[src/design/haptic_regs.svh]
/*
 * Register offsets, field positions, reset values and timing counts of the
 * haptic state and mode controller.
 * Assumes a 125 MHz system clock and a 32-bit Avalon-MM register port.
 */
`ifndef HAPTIC_REGS_SVH
`define HAPTIC_REGS_SVH

// ****************************************************************
// Timing
// ****************************************************************
`define CLK_HZ            125000000
`define STANDBY_WAKE_US   150
`define IDLE_WAKE_US      750
`define STANDBY_WAKE_CYC  (`STANDBY_WAKE_US * (`CLK_HZ / 1000000))
`define IDLE_WAKE_CYC     (`IDLE_WAKE_US * (`CLK_HZ / 1000000))
`define WAKE_CNT_W        17
`define PWM_FREQ_HZ       187500
`define PWM_PERIOD_CYC    (`CLK_HZ / `PWM_FREQ_HZ)
`define PWM_CNT_W         10

// ****************************************************************
// Register byte offsets
// ****************************************************************
`define REG_CTRL          8'h00
`define REG_TRIGGER       8'h04
`define REG_STREAM        8'h08
`define REG_GPI_CFG       8'h0C
`define REG_FAULT         8'h10
`define REG_STATUS        8'h14
`define REG_SUPPLY        8'h18

// ****************************************************************
// Fields
// ****************************************************************
`define CTRL_W            11
`define CTRL_MODE_MSB     2
`define CTRL_MODE_LSB     0
`define CTRL_STANDBY_BIT  3
`define CTRL_CLOSED_BIT   4
`define CTRL_FEAT_MSB     8
`define CTRL_FEAT_LSB     5
`define CTRL_ACCEL_BIT    6
`define CTRL_SHAPE_MSB    10
`define CTRL_SHAPE_LSB    9
`define TRIG_START_BIT    0
`define TRIG_STOP_BIT     1
`define FAULT_SHORT_BIT   0
`define FAULT_EXT_BIT     1
`define MODE_MAX          3'h4
`define LEVEL_MAX_POS     8'h7F
`define LEVEL_MAX_NEG     8'h80
`define WAVE_SINE         2'h0
`define WAVE_SQUARE       2'h1

// ****************************************************************
// Reset values
// ****************************************************************
`define CTRL_RST          11'h000
`define STREAM_RST        8'h00
`define GPI_CFG_RST       6'h00

`endif

[src/design/haptic_pkg.sv]
/*
 * Types shared by the haptic state and mode controller and its helpers.
 * Assumes nothing of its surroundings.
 */
package haptic_pkg;

   typedef enum logic [2:0] {
      ST_BOOT,
      ST_IDLE,
      ST_STANDBY,
      ST_WAKE,
      ST_DRIVE
   } fsm_state_t;

   typedef enum logic [2:0] {
      MODE_INACTIVE,
      MODE_REGISTER_STREAMED,
      MODE_PWM_STREAMED,
      MODE_REGISTER_TRIGGERED,
      MODE_EDGE_TRIGGERED
   } play_mode_t;

endpackage

[src/design/edge_trigger_detect.sv]
/*
 * Edge events on the three general inputs, each with its own polarity:
 * 0 rising, 1 falling, 2 both, 3 none.
 * Assumes the pins are synchronous to sys_clk.
 */
`timescale 1ns/100ps
`default_nettype none
module edge_trigger_detect
   import haptic_pkg::*;
(
   input  wire logic       sys_clk,
   input  wire logic       arst_n,
   input  wire logic [2:0] pins,
   input  wire logic [5:0] polarity,
   output var  logic [2:0] events,
   output var  logic       rise_zero
);
   import haptic_pkg::*;

   typedef struct packed {
      logic [2:0] prev;
      logic [2:0] evt;
      logic       rise0;
   } edge_t;

   edge_t s_q;
   edge_t s_d;

   always_comb begin
      s_d = s_q;
      for (int i = 0; i < 3; i++) begin
         unique case (polarity[2*i +: 2])
            2'h0: s_d.evt[i] = pins[i] & ~s_q.prev[i];
            2'h1: s_d.evt[i] = ~pins[i] & s_q.prev[i];
            2'h2: s_d.evt[i] = pins[i] ^ s_q.prev[i];
            2'h3: s_d.evt[i] = 1'b0;
         endcase
      end
      s_d.rise0 = pins[0] & ~s_q.prev[0];
      s_d.prev  = pins;
   end

   always_ff @(posedge sys_clk or negedge arst_n) begin
      if (!arst_n) begin
         s_q <= '0;
      end else begin
         s_q <= s_d;
      end
   end

   assign events    = s_q.evt;
   assign rise_zero = s_q.rise0;

   property p_rise_event;
      @(posedge sys_clk) disable iff (!arst_n)
         (polarity[1:0] == 2'h0) && pins[0] && !s_q.prev[0] |=> events[0];
   endproperty
   a_rise_event: assert property (p_rise_event)
      else $error("rising edge on pin zero gave no event");

endmodule
`default_nettype wire

[src/design/pwm_carrier.sv]
/*
 * Fixed-frequency output carrier: a free counter of one switching period and
 * a duty compare against a 7-bit magnitude.
 * Assumes the magnitude is steady or changes only between periods.
 */
`timescale 1ns/100ps
`default_nettype none
`include "haptic_regs.svh"
module pwm_carrier
   import haptic_pkg::*;
(
   input  wire logic       sys_clk,
   input  wire logic       arst_n,
   input  wire logic [6:0] magnitude,
   output var  logic       carrier
);
   import haptic_pkg::*;

   localparam logic [`PWM_CNT_W-1:0] LAST = `PWM_CNT_W'(`PWM_PERIOD_CYC - 1);

   typedef struct packed {
      logic [`PWM_CNT_W-1:0] cnt;
      logic                  out;
   } pwm_t;

   pwm_t        s_q;
   pwm_t        s_d;
   logic [16:0] lhs;
   logic [16:0] rhs;

   // Duty = magnitude/127 of the period, no divider needed
   always_comb begin
      s_d = s_q;
      lhs = 17'(s_q.cnt) * 17'h0007F;
      rhs = 17'(magnitude) * 17'(`PWM_PERIOD_CYC);
      s_d.cnt = (s_q.cnt == LAST) ? '0 : s_q.cnt + 1'b1;
      s_d.out = lhs < rhs;
   end

   always_ff @(posedge sys_clk or negedge arst_n) begin
      if (!arst_n) begin
         s_q <= '0;
      end else begin
         s_q <= s_d;
      end
   end

   assign carrier = s_q.out;

   property p_period_wrap;
      @(posedge sys_clk) disable iff (!arst_n)
         s_q.cnt == LAST |=> s_q.cnt == '0 ##1 s_q.cnt == 10'h001;
   endproperty
   a_period_wrap: assert property (p_period_wrap)
      else $error("switching period counter did not wrap");

endmodule
`default_nettype wire

[src/design/haptic_state_mode_control.sv]
/*
 * State and playback-mode controller of the actuator driver with its
 * Avalon-MM register slave, wake timing and H-bridge output gating.
 * Assumes synchronous pins, a fault detector and a waveform engine outside
 * that report short_detect, fault_detect and seq_done as one-cycle pulses.
 */
// Design decisions made here: the register addresses and the Avalon-MM interface to the registers.
// How it works
// Reset loads defaults, boot, then idle
// Any playback request leads into drive
// Playback end returns to standby or idle
// Any fault forces idle directly
// Start only on request with faults cleared
// Registers kept in idle and standby
// Mode 0 plays nothing, waits idle/standby
// Mode 1 drives the streamed level register
// Mode 2 streams from general input zero
// Mode 3 plays on trigger bit only
// Mode 4 plays on pin edges or trigger
// Output within 0.15 ms standby, 0.75 ms idle
// Output short puts bridge in high impedance
// Open loop disables back-EMF monitoring and adjustment
// Closed loop enables features one by one
// Open loop drives configured wave, sine default
// Supply limits drive, supply readable
// Output switching at fixed 187.5 kHz; the code uses a 666-cycle period of 125 MHz, about 187.69 kHz
// Enable low fully resets everything
// Pin or bus activity wakes; bus always usable
// Mode above 4 treated as inactive
`timescale 1ns/100ps
`default_nettype none
`include "haptic_regs.svh"
module haptic_state_mode_control
   import haptic_pkg::*;
#(
   parameter int unsigned STANDBY_WAKE_CYC = `STANDBY_WAKE_CYC,
   parameter int unsigned IDLE_WAKE_CYC    = `IDLE_WAKE_CYC
)(
   input  wire logic        sys_clk,
   input  wire logic        arst_n,
   input  wire logic [7:0]  avs_address,
   input  wire logic        avs_read,
   input  wire logic        avs_write,
   input  wire logic [31:0] avs_writedata,
   input  wire logic [3:0]  avs_byteenable,
   output var  logic [31:0] avs_readdata,
   output var  logic        avs_waitrequest,
   input  wire logic        general_input_zero,
   input  wire logic        general_input_one,
   input  wire logic        general_input_two,
   input  wire logic        seq_done,
   input  wire logic        short_detect,
   input  wire logic        fault_detect,
   input  wire logic [7:0]  supply_level,
   output var  logic        output_positive_pin,
   output var  logic        output_positive_pin_oe_n,
   output var  logic        output_negative_pin,
   output var  logic        output_negative_pin_oe_n,
   output var  logic        bemf_monitor_en,
   output var  logic [3:0]  feature_active,
   output var  logic [1:0]  wave_shape,
   output var  logic [6:0]  drive_magnitude,
   output var  logic [2:0]  device_state
);
   import haptic_pkg::*;

   // ****************************************************************
   // State
   // ****************************************************************
   typedef struct packed {
      fsm_state_t              state;
      logic [`WAKE_CNT_W-1:0]  wake_cnt;
      logic                    waitreq;
      logic [31:0]             rdata;
      logic [`CTRL_W-1:0]      ctrl;
      logic [7:0]              level;
      logic [5:0]              gpi_pol;
      logic [1:0]              fault;
      logic [7:0]              supply;
      logic [6:0]              mag;
      logic                    neg;
      logic                    out_p;
      logic                    out_n;
      logic                    oe_n;
      logic                    bemf;
      logic [3:0]              feat;
      logic [1:0]              shape;
   } ctl_t;

   ctl_t        s_q;
   ctl_t        s_d;

   logic [2:0]  gpi_evt;
   logic        gpi_rise0;
   logic        carrier;
   logic        acc;
   logic        wr;
   logic [31:0] wmerge;
   logic        trig;
   logic        stop;
   logic        stream_wr;
   logic        request;
   logic        done;
   logic        fault_new;
   logic        closed;
   logic        accel;
   logic        drive_on;
   logic [7:0]  src_level;
   play_mode_t  mode_eff;

   // ****************************************************************
   // Helpers
   // ****************************************************************
   function automatic logic [31:0] be_merge(input logic [31:0] old_v,
                                            input logic [31:0] new_v,
                                            input logic [3:0]  be);
      logic [31:0] r;
      r = old_v;
      for (int b = 0; b < 4; b++) begin
         if (be[b]) begin
            r[8*b +: 8] = new_v[8*b +: 8];
         end
      end
      return r;
   endfunction

   // Magnitude of a two's complement level, capped by half the supply code
   function automatic logic [6:0] clamp_mag(input logic [7:0] lvl,
                                            input logic [7:0] sup);
      logic [7:0] m;
      logic [6:0] cap;
      m   = lvl[7] ? (8'h00 - lvl) : lvl;
      cap = sup[7:1];
      if (m > 8'(cap)) begin
         m = 8'(cap);
      end
      return m[6:0];
   endfunction

   // ****************************************************************
   // Submodules
   // ****************************************************************
   edge_trigger_detect u_edges (
      .sys_clk   (sys_clk),
      .arst_n    (arst_n),
      .pins      ({general_input_two, general_input_one, general_input_zero}),
      .polarity  (s_q.gpi_pol),
      .events    (gpi_evt),
      .rise_zero (gpi_rise0)
   );

   pwm_carrier u_pwm (
      .sys_clk   (sys_clk),
      .arst_n    (arst_n),
      .magnitude (s_q.mag),
      .carrier   (carrier)
   );

   // ****************************************************************
   // Next state
   // ****************************************************************
   always_comb begin
      s_d       = s_q;
      acc       = (avs_read | avs_write) & ~s_q.waitreq;
      wr        = acc & avs_write;
      wmerge    = 32'h0000_0000;
      trig      = 1'b0;
      stop      = 1'b0;
      stream_wr = 1'b0;
      request   = 1'b0;
      done      = 1'b0;
      src_level = 8'h00;

      // Bus slave: one wait cycle, then the accept cycle; works in every state
      if ((avs_read | avs_write) && s_q.waitreq) begin
         s_d.waitreq = 1'b0;
         unique case (avs_address)
            `REG_CTRL:    s_d.rdata = 32'(s_q.ctrl);
            `REG_STREAM:  s_d.rdata = 32'(s_q.level);
            `REG_GPI_CFG: s_d.rdata = 32'(s_q.gpi_pol);
            `REG_FAULT:   s_d.rdata = 32'(s_q.fault);
            `REG_STATUS:  s_d.rdata = {21'h000000, s_q.shape, s_q.feat, s_q.bemf,
                                       s_q.oe_n, 3'(s_q.state)};
            `REG_SUPPLY:  s_d.rdata = {17'h00000, s_q.mag, s_q.supply};
            default:      s_d.rdata = 32'h0000_0000;
         endcase
      end
      if (acc) begin
         s_d.waitreq = 1'b1;
      end

      // Register writes; values persist through idle and standby
      if (wr) begin
         unique case (avs_address)
            `REG_CTRL: begin
               wmerge     = be_merge(32'(s_q.ctrl), avs_writedata, avs_byteenable);
               s_d.ctrl   = wmerge[`CTRL_W-1:0];
            end
            `REG_TRIGGER: begin
               trig = avs_byteenable[0] & avs_writedata[`TRIG_START_BIT];
               stop = avs_byteenable[0] & avs_writedata[`TRIG_STOP_BIT];
            end
            `REG_STREAM: begin
               wmerge    = be_merge(32'(s_q.level), avs_writedata, avs_byteenable);
               s_d.level = wmerge[7:0];
               stream_wr = avs_byteenable[0];
            end
            `REG_GPI_CFG: begin
               wmerge      = be_merge(32'(s_q.gpi_pol), avs_writedata, avs_byteenable);
               s_d.gpi_pol = wmerge[5:0];
            end
            default: begin
            end
         endcase
      end

      // Sticky faults, write one to clear, a new fault wins over the clear
      fault_new = short_detect | fault_detect;
      if (wr && avs_address == `REG_FAULT && avs_byteenable[0]) begin
         s_d.fault = s_q.fault & ~avs_writedata[1:0];
      end
      s_d.fault[`FAULT_SHORT_BIT] = s_d.fault[`FAULT_SHORT_BIT] | short_detect;
      s_d.fault[`FAULT_EXT_BIT]   = s_d.fault[`FAULT_EXT_BIT] | fault_detect;

      s_d.supply = supply_level;

      // Playback mode decode
      if (s_q.ctrl[`CTRL_MODE_MSB:`CTRL_MODE_LSB] > `MODE_MAX) begin
         mode_eff = MODE_INACTIVE;
      end else begin
         mode_eff = play_mode_t'(s_q.ctrl[`CTRL_MODE_MSB:`CTRL_MODE_LSB]);
      end
      closed = s_q.ctrl[`CTRL_CLOSED_BIT];
      accel  = s_q.ctrl[`CTRL_ACCEL_BIT];

      unique case (mode_eff)
         MODE_INACTIVE: begin
            request = 1'b0;
            done    = 1'b1;
         end
         MODE_REGISTER_STREAMED: begin
            request   = stream_wr;
            done      = stop;
            src_level = (accel && s_q.level[7]) ? 8'h00 : s_q.level;
         end
         MODE_PWM_STREAMED: begin
            request   = gpi_rise0;
            done      = stop;
            src_level = general_input_zero ? `LEVEL_MAX_POS :
                        (accel ? 8'h00 : `LEVEL_MAX_NEG);
         end
         MODE_REGISTER_TRIGGERED: begin
            request   = trig;
            done      = seq_done | stop;
            src_level = `LEVEL_MAX_POS;
         end
         MODE_EDGE_TRIGGERED: begin
            request   = trig | (|gpi_evt);
            done      = seq_done | stop;
            src_level = `LEVEL_MAX_POS;
         end
         default: begin
            request = 1'b0;
            done    = 1'b1;
         end
      endcase

      // System states
      unique case (s_q.state)
         ST_BOOT: begin
            s_d.state = ST_IDLE;
         end
         ST_IDLE, ST_STANDBY: begin
            if (fault_new) begin
               s_d.state = ST_IDLE;
            end else if (request && s_q.fault == 2'h0) begin
               s_d.state    = ST_WAKE;
               s_d.wake_cnt = (s_q.state == ST_STANDBY) ?
                              `WAKE_CNT_W'(STANDBY_WAKE_CYC - 1) :
                              `WAKE_CNT_W'(IDLE_WAKE_CYC - 1);
            end else if (mode_eff == MODE_INACTIVE) begin
               s_d.state = s_q.ctrl[`CTRL_STANDBY_BIT] ? ST_STANDBY : ST_IDLE;
            end
         end
         ST_WAKE: begin
            if (fault_new) begin
               s_d.state = ST_IDLE;
            end else if (done) begin
               s_d.state = s_q.ctrl[`CTRL_STANDBY_BIT] ? ST_STANDBY : ST_IDLE;
            end else if (s_q.wake_cnt == '0) begin
               s_d.state = ST_DRIVE;
            end else begin
               s_d.wake_cnt = s_q.wake_cnt - 1'b1;
            end
         end
         ST_DRIVE: begin
            if (fault_new) begin
               s_d.state = ST_IDLE;
            end else if (done) begin
               s_d.state = s_q.ctrl[`CTRL_STANDBY_BIT] ? ST_STANDBY : ST_IDLE;
            end
         end
         default: begin
            s_d.state = ST_IDLE;
         end
      endcase

      // Loop mode: open loop has no back-EMF and no automatic adjustment
      s_d.bemf  = closed;
      s_d.feat  = closed ? s_q.ctrl[`CTRL_FEAT_MSB:`CTRL_FEAT_LSB] : 4'h0;
      s_d.shape = closed ? `WAVE_SQUARE :
                  s_q.ctrl[`CTRL_SHAPE_MSB:`CTRL_SHAPE_LSB];

      // Drive level limited by the supply
      s_d.mag = clamp_mag(src_level, supply_level);
      s_d.neg = src_level[7];

      // Bridge: driven only in drive, released on a short
      drive_on  = (s_d.state == ST_DRIVE) && !s_d.fault[`FAULT_SHORT_BIT];
      s_d.oe_n  = !drive_on;
      s_d.out_p = drive_on && !s_q.neg && carrier;
      s_d.out_n = drive_on && s_q.neg && carrier;
   end

   // Enable low is the asynchronous reset: every register returns to default
   always_ff @(posedge sys_clk or negedge arst_n) begin
      if (!arst_n) begin
         s_q         <= '0;
         s_q.state   <= ST_BOOT;
         s_q.waitreq <= 1'b1;
         s_q.ctrl    <= `CTRL_RST;
         s_q.level   <= `STREAM_RST;
         s_q.gpi_pol <= `GPI_CFG_RST;
         s_q.shape   <= `WAVE_SINE;
         s_q.oe_n    <= 1'b1;
      end else begin
         s_q <= s_d;
      end
   end

   // ****************************************************************
   // Outputs
   // ****************************************************************
   assign avs_readdata             = s_q.rdata;
   assign avs_waitrequest          = s_q.waitreq;
   assign output_positive_pin      = s_q.out_p;
   assign output_negative_pin      = s_q.out_n;
   assign output_positive_pin_oe_n = s_q.oe_n;
   assign output_negative_pin_oe_n = s_q.oe_n;
   assign bemf_monitor_en          = s_q.bemf;
   assign feature_active           = s_q.feat;
   assign wave_shape               = s_q.shape;
   assign drive_magnitude          = s_q.mag;
   assign device_state             = 3'(s_q.state);

   // ****************************************************************
   // Checks
   // ****************************************************************
   property p_boot_idle;
      @(posedge sys_clk) disable iff (!arst_n)
         s_q.state == ST_BOOT |=> s_q.state == ST_IDLE;
   endproperty
   a_boot_idle: assert property (p_boot_idle)
      else $error("boot did not settle in idle");

   property p_fault_idle;
      @(posedge sys_clk) disable iff (!arst_n)
         fault_new && s_q.state != ST_BOOT |=> s_q.state == ST_IDLE;
   endproperty
   a_fault_idle: assert property (p_fault_idle)
      else $error("fault did not force idle");

   property p_no_start_faulted;
      @(posedge sys_clk) disable iff (!arst_n)
         (s_q.state == ST_IDLE || s_q.state == ST_STANDBY) && s_q.fault != 2'h0
         |=> s_q.state != ST_WAKE;
   endproperty
   a_no_start_faulted: assert property (p_no_start_faulted)
      else $error("playback started with a pending fault");

   property p_return_state;
      @(posedge sys_clk) disable iff (!arst_n)
         s_q.state == ST_DRIVE && done && !fault_new
         |=> s_q.state == ($past(s_q.ctrl[`CTRL_STANDBY_BIT]) ? ST_STANDBY : ST_IDLE);
   endproperty
   a_return_state: assert property (p_return_state)
      else $error("wrong state after playback end");

   property p_standby_latency;
      @(posedge sys_clk) disable iff (!arst_n)
         s_q.state == ST_STANDBY && request && !fault_new && s_q.fault == 2'h0
         |=> s_q.state == ST_WAKE && s_q.wake_cnt == `WAKE_CNT_W'(STANDBY_WAKE_CYC - 1);
   endproperty
   a_standby_latency: assert property (p_standby_latency)
      else $error("standby wake count wrong");

   property p_wake_bound;
      @(posedge sys_clk) disable iff (!arst_n)
         s_q.state == ST_WAKE |-> s_q.wake_cnt < `WAKE_CNT_W'(IDLE_WAKE_CYC);
   endproperty
   a_wake_bound: assert property (p_wake_bound)
      else $error("wake count beyond idle latency");

   property p_bad_mode;
      @(posedge sys_clk) disable iff (!arst_n)
         s_q.ctrl[`CTRL_MODE_MSB:`CTRL_MODE_LSB] > `MODE_MAX && s_q.state == ST_IDLE
         |=> s_q.state != ST_WAKE;
   endproperty
   a_bad_mode: assert property (p_bad_mode)
      else $error("playback in an undefined mode");

   property p_short_hiz;
      @(posedge sys_clk) disable iff (!arst_n)
         short_detect |=> output_positive_pin_oe_n && output_negative_pin_oe_n
                          && !output_positive_pin && !output_negative_pin;
   endproperty
   a_short_hiz: assert property (p_short_hiz)
      else $error("bridge still driven after a short");

   property p_open_loop;
      @(posedge sys_clk) disable iff (!arst_n)
         !s_q.ctrl[`CTRL_CLOSED_BIT] |=> !bemf_monitor_en && feature_active == 4'h0;
   endproperty
   a_open_loop: assert property (p_open_loop)
      else $error("back-EMF features active in open loop");

   property p_drive_only_in_drive;
      @(posedge sys_clk) disable iff (!arst_n)
         !output_positive_pin_oe_n |-> s_q.state == ST_DRIVE;
   endproperty
   a_drive_only_in_drive: assert property (p_drive_only_in_drive)
      else $error("bridge driven outside drive state");

endmodule
`default_nettype wire

[config.mk]
export PLATFORM = sky130hd
export DESIGN_NAME = haptic_state_mode_control
export DESIGN_NICKNAME = d
export VERILOG_FILES = /design/src/design/haptic_pkg.sv /design/src/design/edge_trigger_detect.sv /design/src/design/pwm_carrier.sv /design/src/design/haptic_state_mode_control.sv
export VERILOG_INCLUDE_DIRS = /design/src /design/src/design
export SDC_FILE = /design/constraint.sdc
export NUM_CORES = 1
export LEC_CHECK = 0
export BUFFER_PORTS_ARGS = -buffer_cell sky130_fd_sc_hd__buf_2
export CAP_MARGIN = 20
export CORE_MARGIN = 3
export CORE_UTILIZATION = 41
export CTS_CLUSTER_SIZE = 12
export DETAILED_ROUTE_END_ITERATION = 6
export GPL_ROUTABILITY_DRIVEN = 1
export PLACE_DENSITY = 0.64
export SYNTH_ARGS = -nofsm -noshare
export SYNTH_HDL_FRONTEND = slang
export SYNTH_SLANG_ARGS = --single-unit
[constraint.sdc]
create_clock -name sys_clk -period 5.55 [get_ports sys_clk]
set_clock_uncertainty 0.05 [all_clocks]
set_input_delay 1.11 -clock sys_clk [delete_from_list [all_inputs] [get_ports sys_clk]]
set_output_delay 1.11 -clock sys_clk [all_outputs]
set_load 0.02 [all_outputs]
==> results of run 1 <==
[power by group]
part / internal, mW / switching, mW / leakage (nW)
clock network: 0.362 / 0.315 / 0.152
logic: 0.120 / 0.193 / 3.38
registers: 0.806 / 0.0284 / 1.41
[cell usage after synthesis (13+ instances only)]
| library cell | n |
|---|---|
| a21o_1 | 14 |
| nand3_1 | 13 |
| mux2_2 | 33 |
| nand2_1 | 64 |
| o21ai_0 | 33 |
| inv_1 | 109 |
| dfrtp_1 | 105 |
| nor3_1 | 18 |
| clkbuf_1 | 13 |
| a21oi_1 | 36 |
| xnor2_1 | 29 |
| nor2_1 | 58 |
| fa_1 | 39 |
| ha_1 | 115 |
| buf_4 | 49 |
[area by class of cell]
| class | count | area [um2] |
|---|---|---|
| Inverter | 109 | 409 |
| Timing Repair Buffer | 93 | 541 |
| Multi-Input combinational cell | 648 | 5400 |
| Sequential cell | 107 | 2680 |
| Clock buffer | 10 | 229 |
| Tap cell | 275 | 344 |
| Clock inverter | 6 | 83.8 |
| Fill cell | 2040 | 11400 |
[registers in the layout (all words and copies together) (netlist names), 3 cells and up]
signal / count
s_q: 51
device_state: 3
u_pwm.s_q: 10
u_edges.s_q: 3
avs_readdata: 15
drive_magnitude: 7
u_edges.events: 3
feature_active: 4
[stage by stage]
| stage | cell area [um2] | utilization (%) |
|---|---|---|
| final | 9690 | 45.9 |
| after global routing | 9690 | 45.9 |
| after CTS | 9630 | 45.7 |
| after detailed placement | 9320 | 44.2 |
| after global placement | 9300 | 44.1 |
| after floorplan | 8910 | - |
[cell families after synthesis]
family / after synthesis / share of synthesized area, %
adder cells (fa/ha/maj): 154 / 25.1
flip-flops: 107 / 30.3
other: 1 / 0.0424
XOR/XNOR: 36 / 3.56
multiplexers: 36 / 4.54
AO/OA/AOI/OAI: 177 / 13.8
AND/OR/NAND/NOR: 228 / 13.1
buffers and inverters: 174 / 9.63
[critical path, delay by kind of cell, from the launching register on]
kind,cells,cell delay (ns)
flip-flops,1,0.40
AO/OA/AOI/OAI,7,1.19
buffers and inverters,2,0.11
XOR/XNOR,1,0.09
adder cells (fa/ha/maj),6,2.68
AND/OR/NAND/NOR,2,0.64
[worst paths after layout]
kind                                   startpoint                            end  slack, ns  cells after the start
min in group asynchronous                  arst_n            s_q[88]$_DFFE_PN0P_       0.52                      1
max                        u_pwm.s_q[7]$_DFF_PN0_        u_pwm.carrier$_DFF_PN0_       0.29                     18
min                             s_q[10]$_DFF_PN0_  output_positive_pin$_DFF_PN0_       0.39                      1
max in group asynchronous                  arst_n    avs_waitrequest$_DFFE_PN1P_       3.91                      3
max reg2reg                u_pwm.s_q[7]$_DFF_PN0_        u_pwm.carrier$_DFF_PN0_       0.29                     18
min reg2reg                     s_q[10]$_DFF_PN0_  output_positive_pin$_DFF_PN0_       0.39                      1
[what timing repair did]
action                     in CTS  in global routing
buffers inserted                0                  1
hold buffers                    0                  0
setup endpoints to repair       0                  1
resized for setup               0                  6
[routing by layer]
| layer | vias to the layer above | GRT usage (%) | part of all wire (%) |
|---|---|---|---|
| met3 | 17 | 2.75 | 3.1 |
| met1 | 3114 | 22.6 | 47 |
| li1 | 3229 | - | - |
| met4 | 2 | 3.14 | 1.2 |
| met5 | - | 0 | 0.068 |
| met2 | 107 | 27.2 | 48 |
[cell usage in the layout, fill, tap and decap left out, types with 4 or more instances in the layout]
master	n
nor3_1	18
nor2_1	58
ha_1	115
o21a_1	9
o21ai_0	31
or2_2	9
and4_1	5
xnor2_1	29
mux2_2	33
a21o_1	14
clkbuf_16	9
fa_1	39
a222oi_1	4
a221oi_1	7
buf_2	74
o211ai_1	4
nand3_1	13
a31oi_1	5
nor4_1	5
inv_1	109
xor2_1	7
a22o_1	12
nand2_1	64
or3_1	10
nand4_1	8
a211oi_1	6
and2_1	6
nor2b_1	7
buf_4	17
o21ai_1	4
conb_1	17
and3_1	5
dfrtp_1	105
a21oi_1	35
o31ai_1	12
==> flow_metrics.env, run 1 <==
export IMPL_p_leak_nw=4.94
export IMPL_ys_flop_type="dfrtp_1"
export IMPL_power_density_mw_per_mm2=188
export IMPL_worstSetupPathType="reg -> reg"
export IMPL_num_antenna_cells=0
export IMPL_setup_viol=0
export IMPL_cts_clk_slew_worst_paths_ns=0.07
export IMPL_report_power_total_mw=1.82
export IMPL_path_cells="fa_1 -> inv_1 -> fa_1 -> fa_1 -> fa_1 -> inv_1 -> ha_1 -> or2_2 -> a21oi_2 -> a211oi_2 -> nor4b_2 -> o31ai_1 -> a21oi_1 -> xnor2_1 -> ha_1 -> a2111oi_2 -> o21ai_1 -> o22ai_1"
export IMPL_die_w_um=153
export IMPL_max_slew_margin_pct=38.1
export IMPL_clkSinkCount=107
export IMPL_crit_fanout=3
export IMPL_yosysTopAreaCell="dfrtp_1"
export IMPL_yosys_area_top_type_share_pct=29.7
export IMPL_fin_crit_sh_pct=94.7
export IMPL_status="completed"
export IMPL_numCtsBuffers=9
export IMPL_grt_pass1_vias=6374
export IMPL_pre_cts_slack_ns=0.120
export IMPL_synth_area_per_cell_um2=9.69
export IMPL_rsz0062_at_grt="no"
export IMPL_numPortBuffers=75
export IMPL_maxSlewViolCount=0
export IMPL_drc=0
export IMPL_endpoint_kind="register"
export IMPL_first_pass_iters=5
export IMPL_crit_top_cell="fa_1"
export IMPL_synth_warnings=0
export IMPL_crit_arrival_ns=5.48
export IMPL_vias=6469
export IMPL_final_hold_viol_count=0
export IMPL_cts_htree_levels=3
export IMPL_grt_max_degree=79
export IMPL_fin_cells=1248
export IMPL_drt_iter0_drc=333
export IMPL_die_h_um=153
export IMPL_wire_per_inst_um=15.3
export IMPL_max_cap_violations=0
export IMPL_period_minus_slack_ns=5.26
export IMPL_cts_tree="built"
export IMPL_ys_types=69
export IMPL_gr_total_overflow=0
export IMPL_max_stage_delay_ns=0.58
export IMPL_rows=53
export IMPL_async_flop_share_pct=100
export IMPL_fin_ws_ns=0.293
export IMPL_placed_cells=1230
export IMPL_clk_path_buf_depth=2
export IMPL_place_gp_congestion=0.835
export IMPL_clock_root_buffer="clkbuf_16"
export IMPL_ant_nets=0
export IMPL_yosys_register_bits=107
export IMPL_grt_first_pass_wirelength_mm=31.8
export IMPL_area_delta_synth_final_pct=9.49
export IMPL_nets=1184
export IMPL_clkLatencyLatePin_ns=0.36
export IMPL_holdWs_ns=0.392
export IMPL_syn_inst=913
export IMPL_antenna_found_initial=1
export IMPL_fin_tns_setup_ns=0
export IMPL_hp_class="reg -> reg"
export IMPL_syn_cell_area_mm2=0.00885
export IMPL_core_mm2=0.0211
export IMPL_start_kind="register"
export IMPL_ir_drop_uv=224
export IMPL_ys_top_cells_by_area="dfrtp_1 (30%), ha_1 (16%), fa_1 (8.8%), inv_1 (4.6%), mux2_2 (4.2%)"
export IMPL_start_util_pct=42.0
export IMPL_worst_pin_slew_ns=0.921
export IMPL_hpwl_mm=15.2
export IMPL_vias_per_cell=5.18
export IMPL_die_area_mm2=0.0234
export IMPL_ios=116
export IMPL_fmax_mhz=190
export IMPL_wl_mm=19.0
export IMPL_track_usage_pct=16.3
export IMPL_seq_area_frac_synth_pct=30.3
export IMPL_synth_edf_count=0
export IMPL_drive_gt1_share_pct=17.2
export IMPL_slowest_stage="fa_1"
export IMPL_required_ns=5.77
Power figures use the tool's default switching activity.
==> run 2, diff against run 1 <==
RECOVER_POWER = 100   (was not set)
==> flow_metrics.env, run 2 (synthesis results as in run 1) <==
export IMPL_status="complete, but fails checks"
export IMPL_violations="max-capacitance violations, max-slew violations"
export IMPL_numPortBuffers=75
export IMPL_layout_common_cells="ha_1 (115), inv_1 (109), dfrtp_1 (105)"
export IMPL_ant_nets=0
export IMPL_busiest_layer="met2"
export IMPL_fin_crit_sh_pct=94.7
export IMPL_crit_arrival_ns=5.48
export IMPL_die_area_mm2=0.0234
export IMPL_r2r_slack_ns=0.29
export IMPL_cts_htree_levels=3
export IMPL_vias=6492
export IMPL_final_hold_viol_count=0
export IMPL_internal_power_mw=1.28
export IMPL_clkLatencyLatePin_ns=0.36
export IMPL_place_gp_congestion=0.835
export IMPL_nets=1184
export IMPL_antenna_found_initial=0
export IMPL_switching_share_pct=29.5
export IMPL_fmax_mhz=190
export IMPL_mostFrequentLayoutCell="ha_1"
export IMPL_num_antenna_cells=0
export IMPL_drt_iter0_drc=351
export IMPL_vias_per_cell=5.20
export IMPL_wire_per_inst_um=15.3
export IMPL_min_path_cells=1
export IMPL_die_w_um=153
export IMPL_ir_drop_uv=224
export IMPL_crit_fanout=3
export IMPL_grt_first_pass_wirelength_mm=31.8
export IMPL_p_leak_nw=4.73
export IMPL_numCtsBuffers=9
export IMPL_hpwl_mm=15.2
export IMPL_setup_viol=0
export IMPL_period_minus_slack_ns=5.26
export IMPL_fin_tns_setup_ns=0
export IMPL_rows=53
export IMPL_report_power_total_mw=1.82
export IMPL_largest_reg_flops=51
export IMPL_maxSlewViolCount=73
export IMPL_p_comb_share_pct=16.8
export IMPL_first_pass_iters=7
export IMPL_area_delta_synth_final_pct=8.19
export IMPL_clock_power_share_pct=37.2
export IMPL_pwr_share_seq_pct=46.0
export IMPL_hp_class="reg -> reg"
export IMPL_die_h_um=153
export IMPL_rsz0062_at_grt="no"
export IMPL_cts_clk_slew_worst_paths_ns=0.07
export IMPL_p_switching_mw=0.536
export IMPL_drive_gt1_share_pct=11.2
export IMPL_required_ns=5.77
export IMPL_worstSetupPathType="reg -> reg"
export IMPL_clock_root_buffer="clkbuf_16"
export IMPL_endpoint_kind="register"
export IMPL_core_mm2=0.0211
export IMPL_worst_pin_slew_ns=3.34
export IMPL_use_met2_pct=27.2
export IMPL_clkSinkCount=107
export IMPL_drc=0
export IMPL_start_util_pct=42.0
export IMPL_power_density_mw_per_mm2=190
export IMPL_track_usage_pct=16.3
export IMPL_clk_path_buf_depth=2
export IMPL_reg2reg_depth=18
export IMPL_start_kind="register"
export IMPL_met1_usage_pct=22.6
export IMPL_grt_pass1_vias=6374
export IMPL_top_register="s_q"
export IMPL_met3_usage_pct=2.75
export IMPL_max_slew_margin_pct=-123
export IMPL_ios=116
export IMPL_wl_mm=19.1
export IMPL_gr_total_overflow=0
export IMPL_max_cap_violations=1
export IMPL_grt_max_degree=79
export IMPL_cts_tree="built"
## run 2: final timing paths
| path | endpoint | from |
|---|---|---|
| min | output_positive_pin$_DFF_PN0_ | s_q[10]$_DFF_PN0_ |
| max in group asynchronous | avs_readdata[14]$_DFFE_PN0P_ | arst_n |
| min in group asynchronous | s_q[88]$_DFFE_PN0P_ | arst_n |
| max | u_pwm.carrier$_DFF_PN0_ | u_pwm.s_q[7]$_DFF_PN0_ |
| min reg2reg | output_positive_pin$_DFF_PN0_ | s_q[10]$_DFF_PN0_ |
| max reg2reg | u_pwm.carrier$_DFF_PN0_ | u_pwm.s_q[7]$_DFF_PN0_ |
## run 2: critical path, cell delays in order (launching register included)
cell,delay [ns]
dfrtp_1,0.40
fa_1,0.58
inv_1,0.07
fa_1,0.55
fa_1,0.45
fa_1,0.53
inv_1,0.04
ha_1,0.33
or2_2,0.31
a21oi_2,0.18
a211oi_2,0.07
nor4b_2,0.33
o31ai_1,0.11
a21oi_1,0.17
xnor2_1,0.09
ha_1,0.24
a2111oi_2,0.35
o21ai_1,0.11
o22ai_1,0.20
## run 2: per-layer routing
layer	vias to the layer above	wire (um)
li1	3230	-
met1	3134	9080
met2	113	9170
met3	15	627
met4	0	221
met5	-	0
## run 2: final cells by class
class / instances / area (um2)
Multi-Input combinational cell: 648 / 5380
Clock inverter: 6 / 83.8
Clock buffer: 10 / 229
Timing Repair Buffer: 93 / 443
Fill cell: 2064 / 11500
Inverter: 109 / 409
Tap cell: 275 / 344
Sequential cell: 107 / 2680
## run 2: through the flow
step | instances | util [%] | instance area [um2] | setup WS [ns] | hold WS [ns]
global route | 1248 | 45.4 | 9570 | 0.00216 | 0.401
global placement | 1229 | 44.1 | 9300 | 0.115 | 0.400
finish | 1248 | 45.4 | 9570 | 0.292 | 0.391
floorplan | 929 | - | 8910 | 0.409 | 0.342
detailed placement | 1230 | 44.2 | 9320 | 0.120 | 0.393
CTS | 1246 | 45.7 | 9630 | 0.0766 | 0.398
## run 2: timing repair
| item | CTS | global route |
|---|---|---|
| hold buffers | 0 | 0 |
| setup endpoints to repair | 0 | 1 |
| buffers inserted | 0 | 1 |
| gates resized for setup | 0 | 6 |
## run 2: power by group through the flow
stage / Clock [mW] / Sequential (mW) / Combinational (mW)
floorplan: 0 / 0.845 / 0.213
detailed placement: 0 / 0.851 / 0.311
CTS: 0.694 / 0.835 / 0.314
finish: 0.677 / 0.835 / 0.305
global placement: 0 / 0.851 / 0.297
global route: 0.724 / 0.839 / 0.348
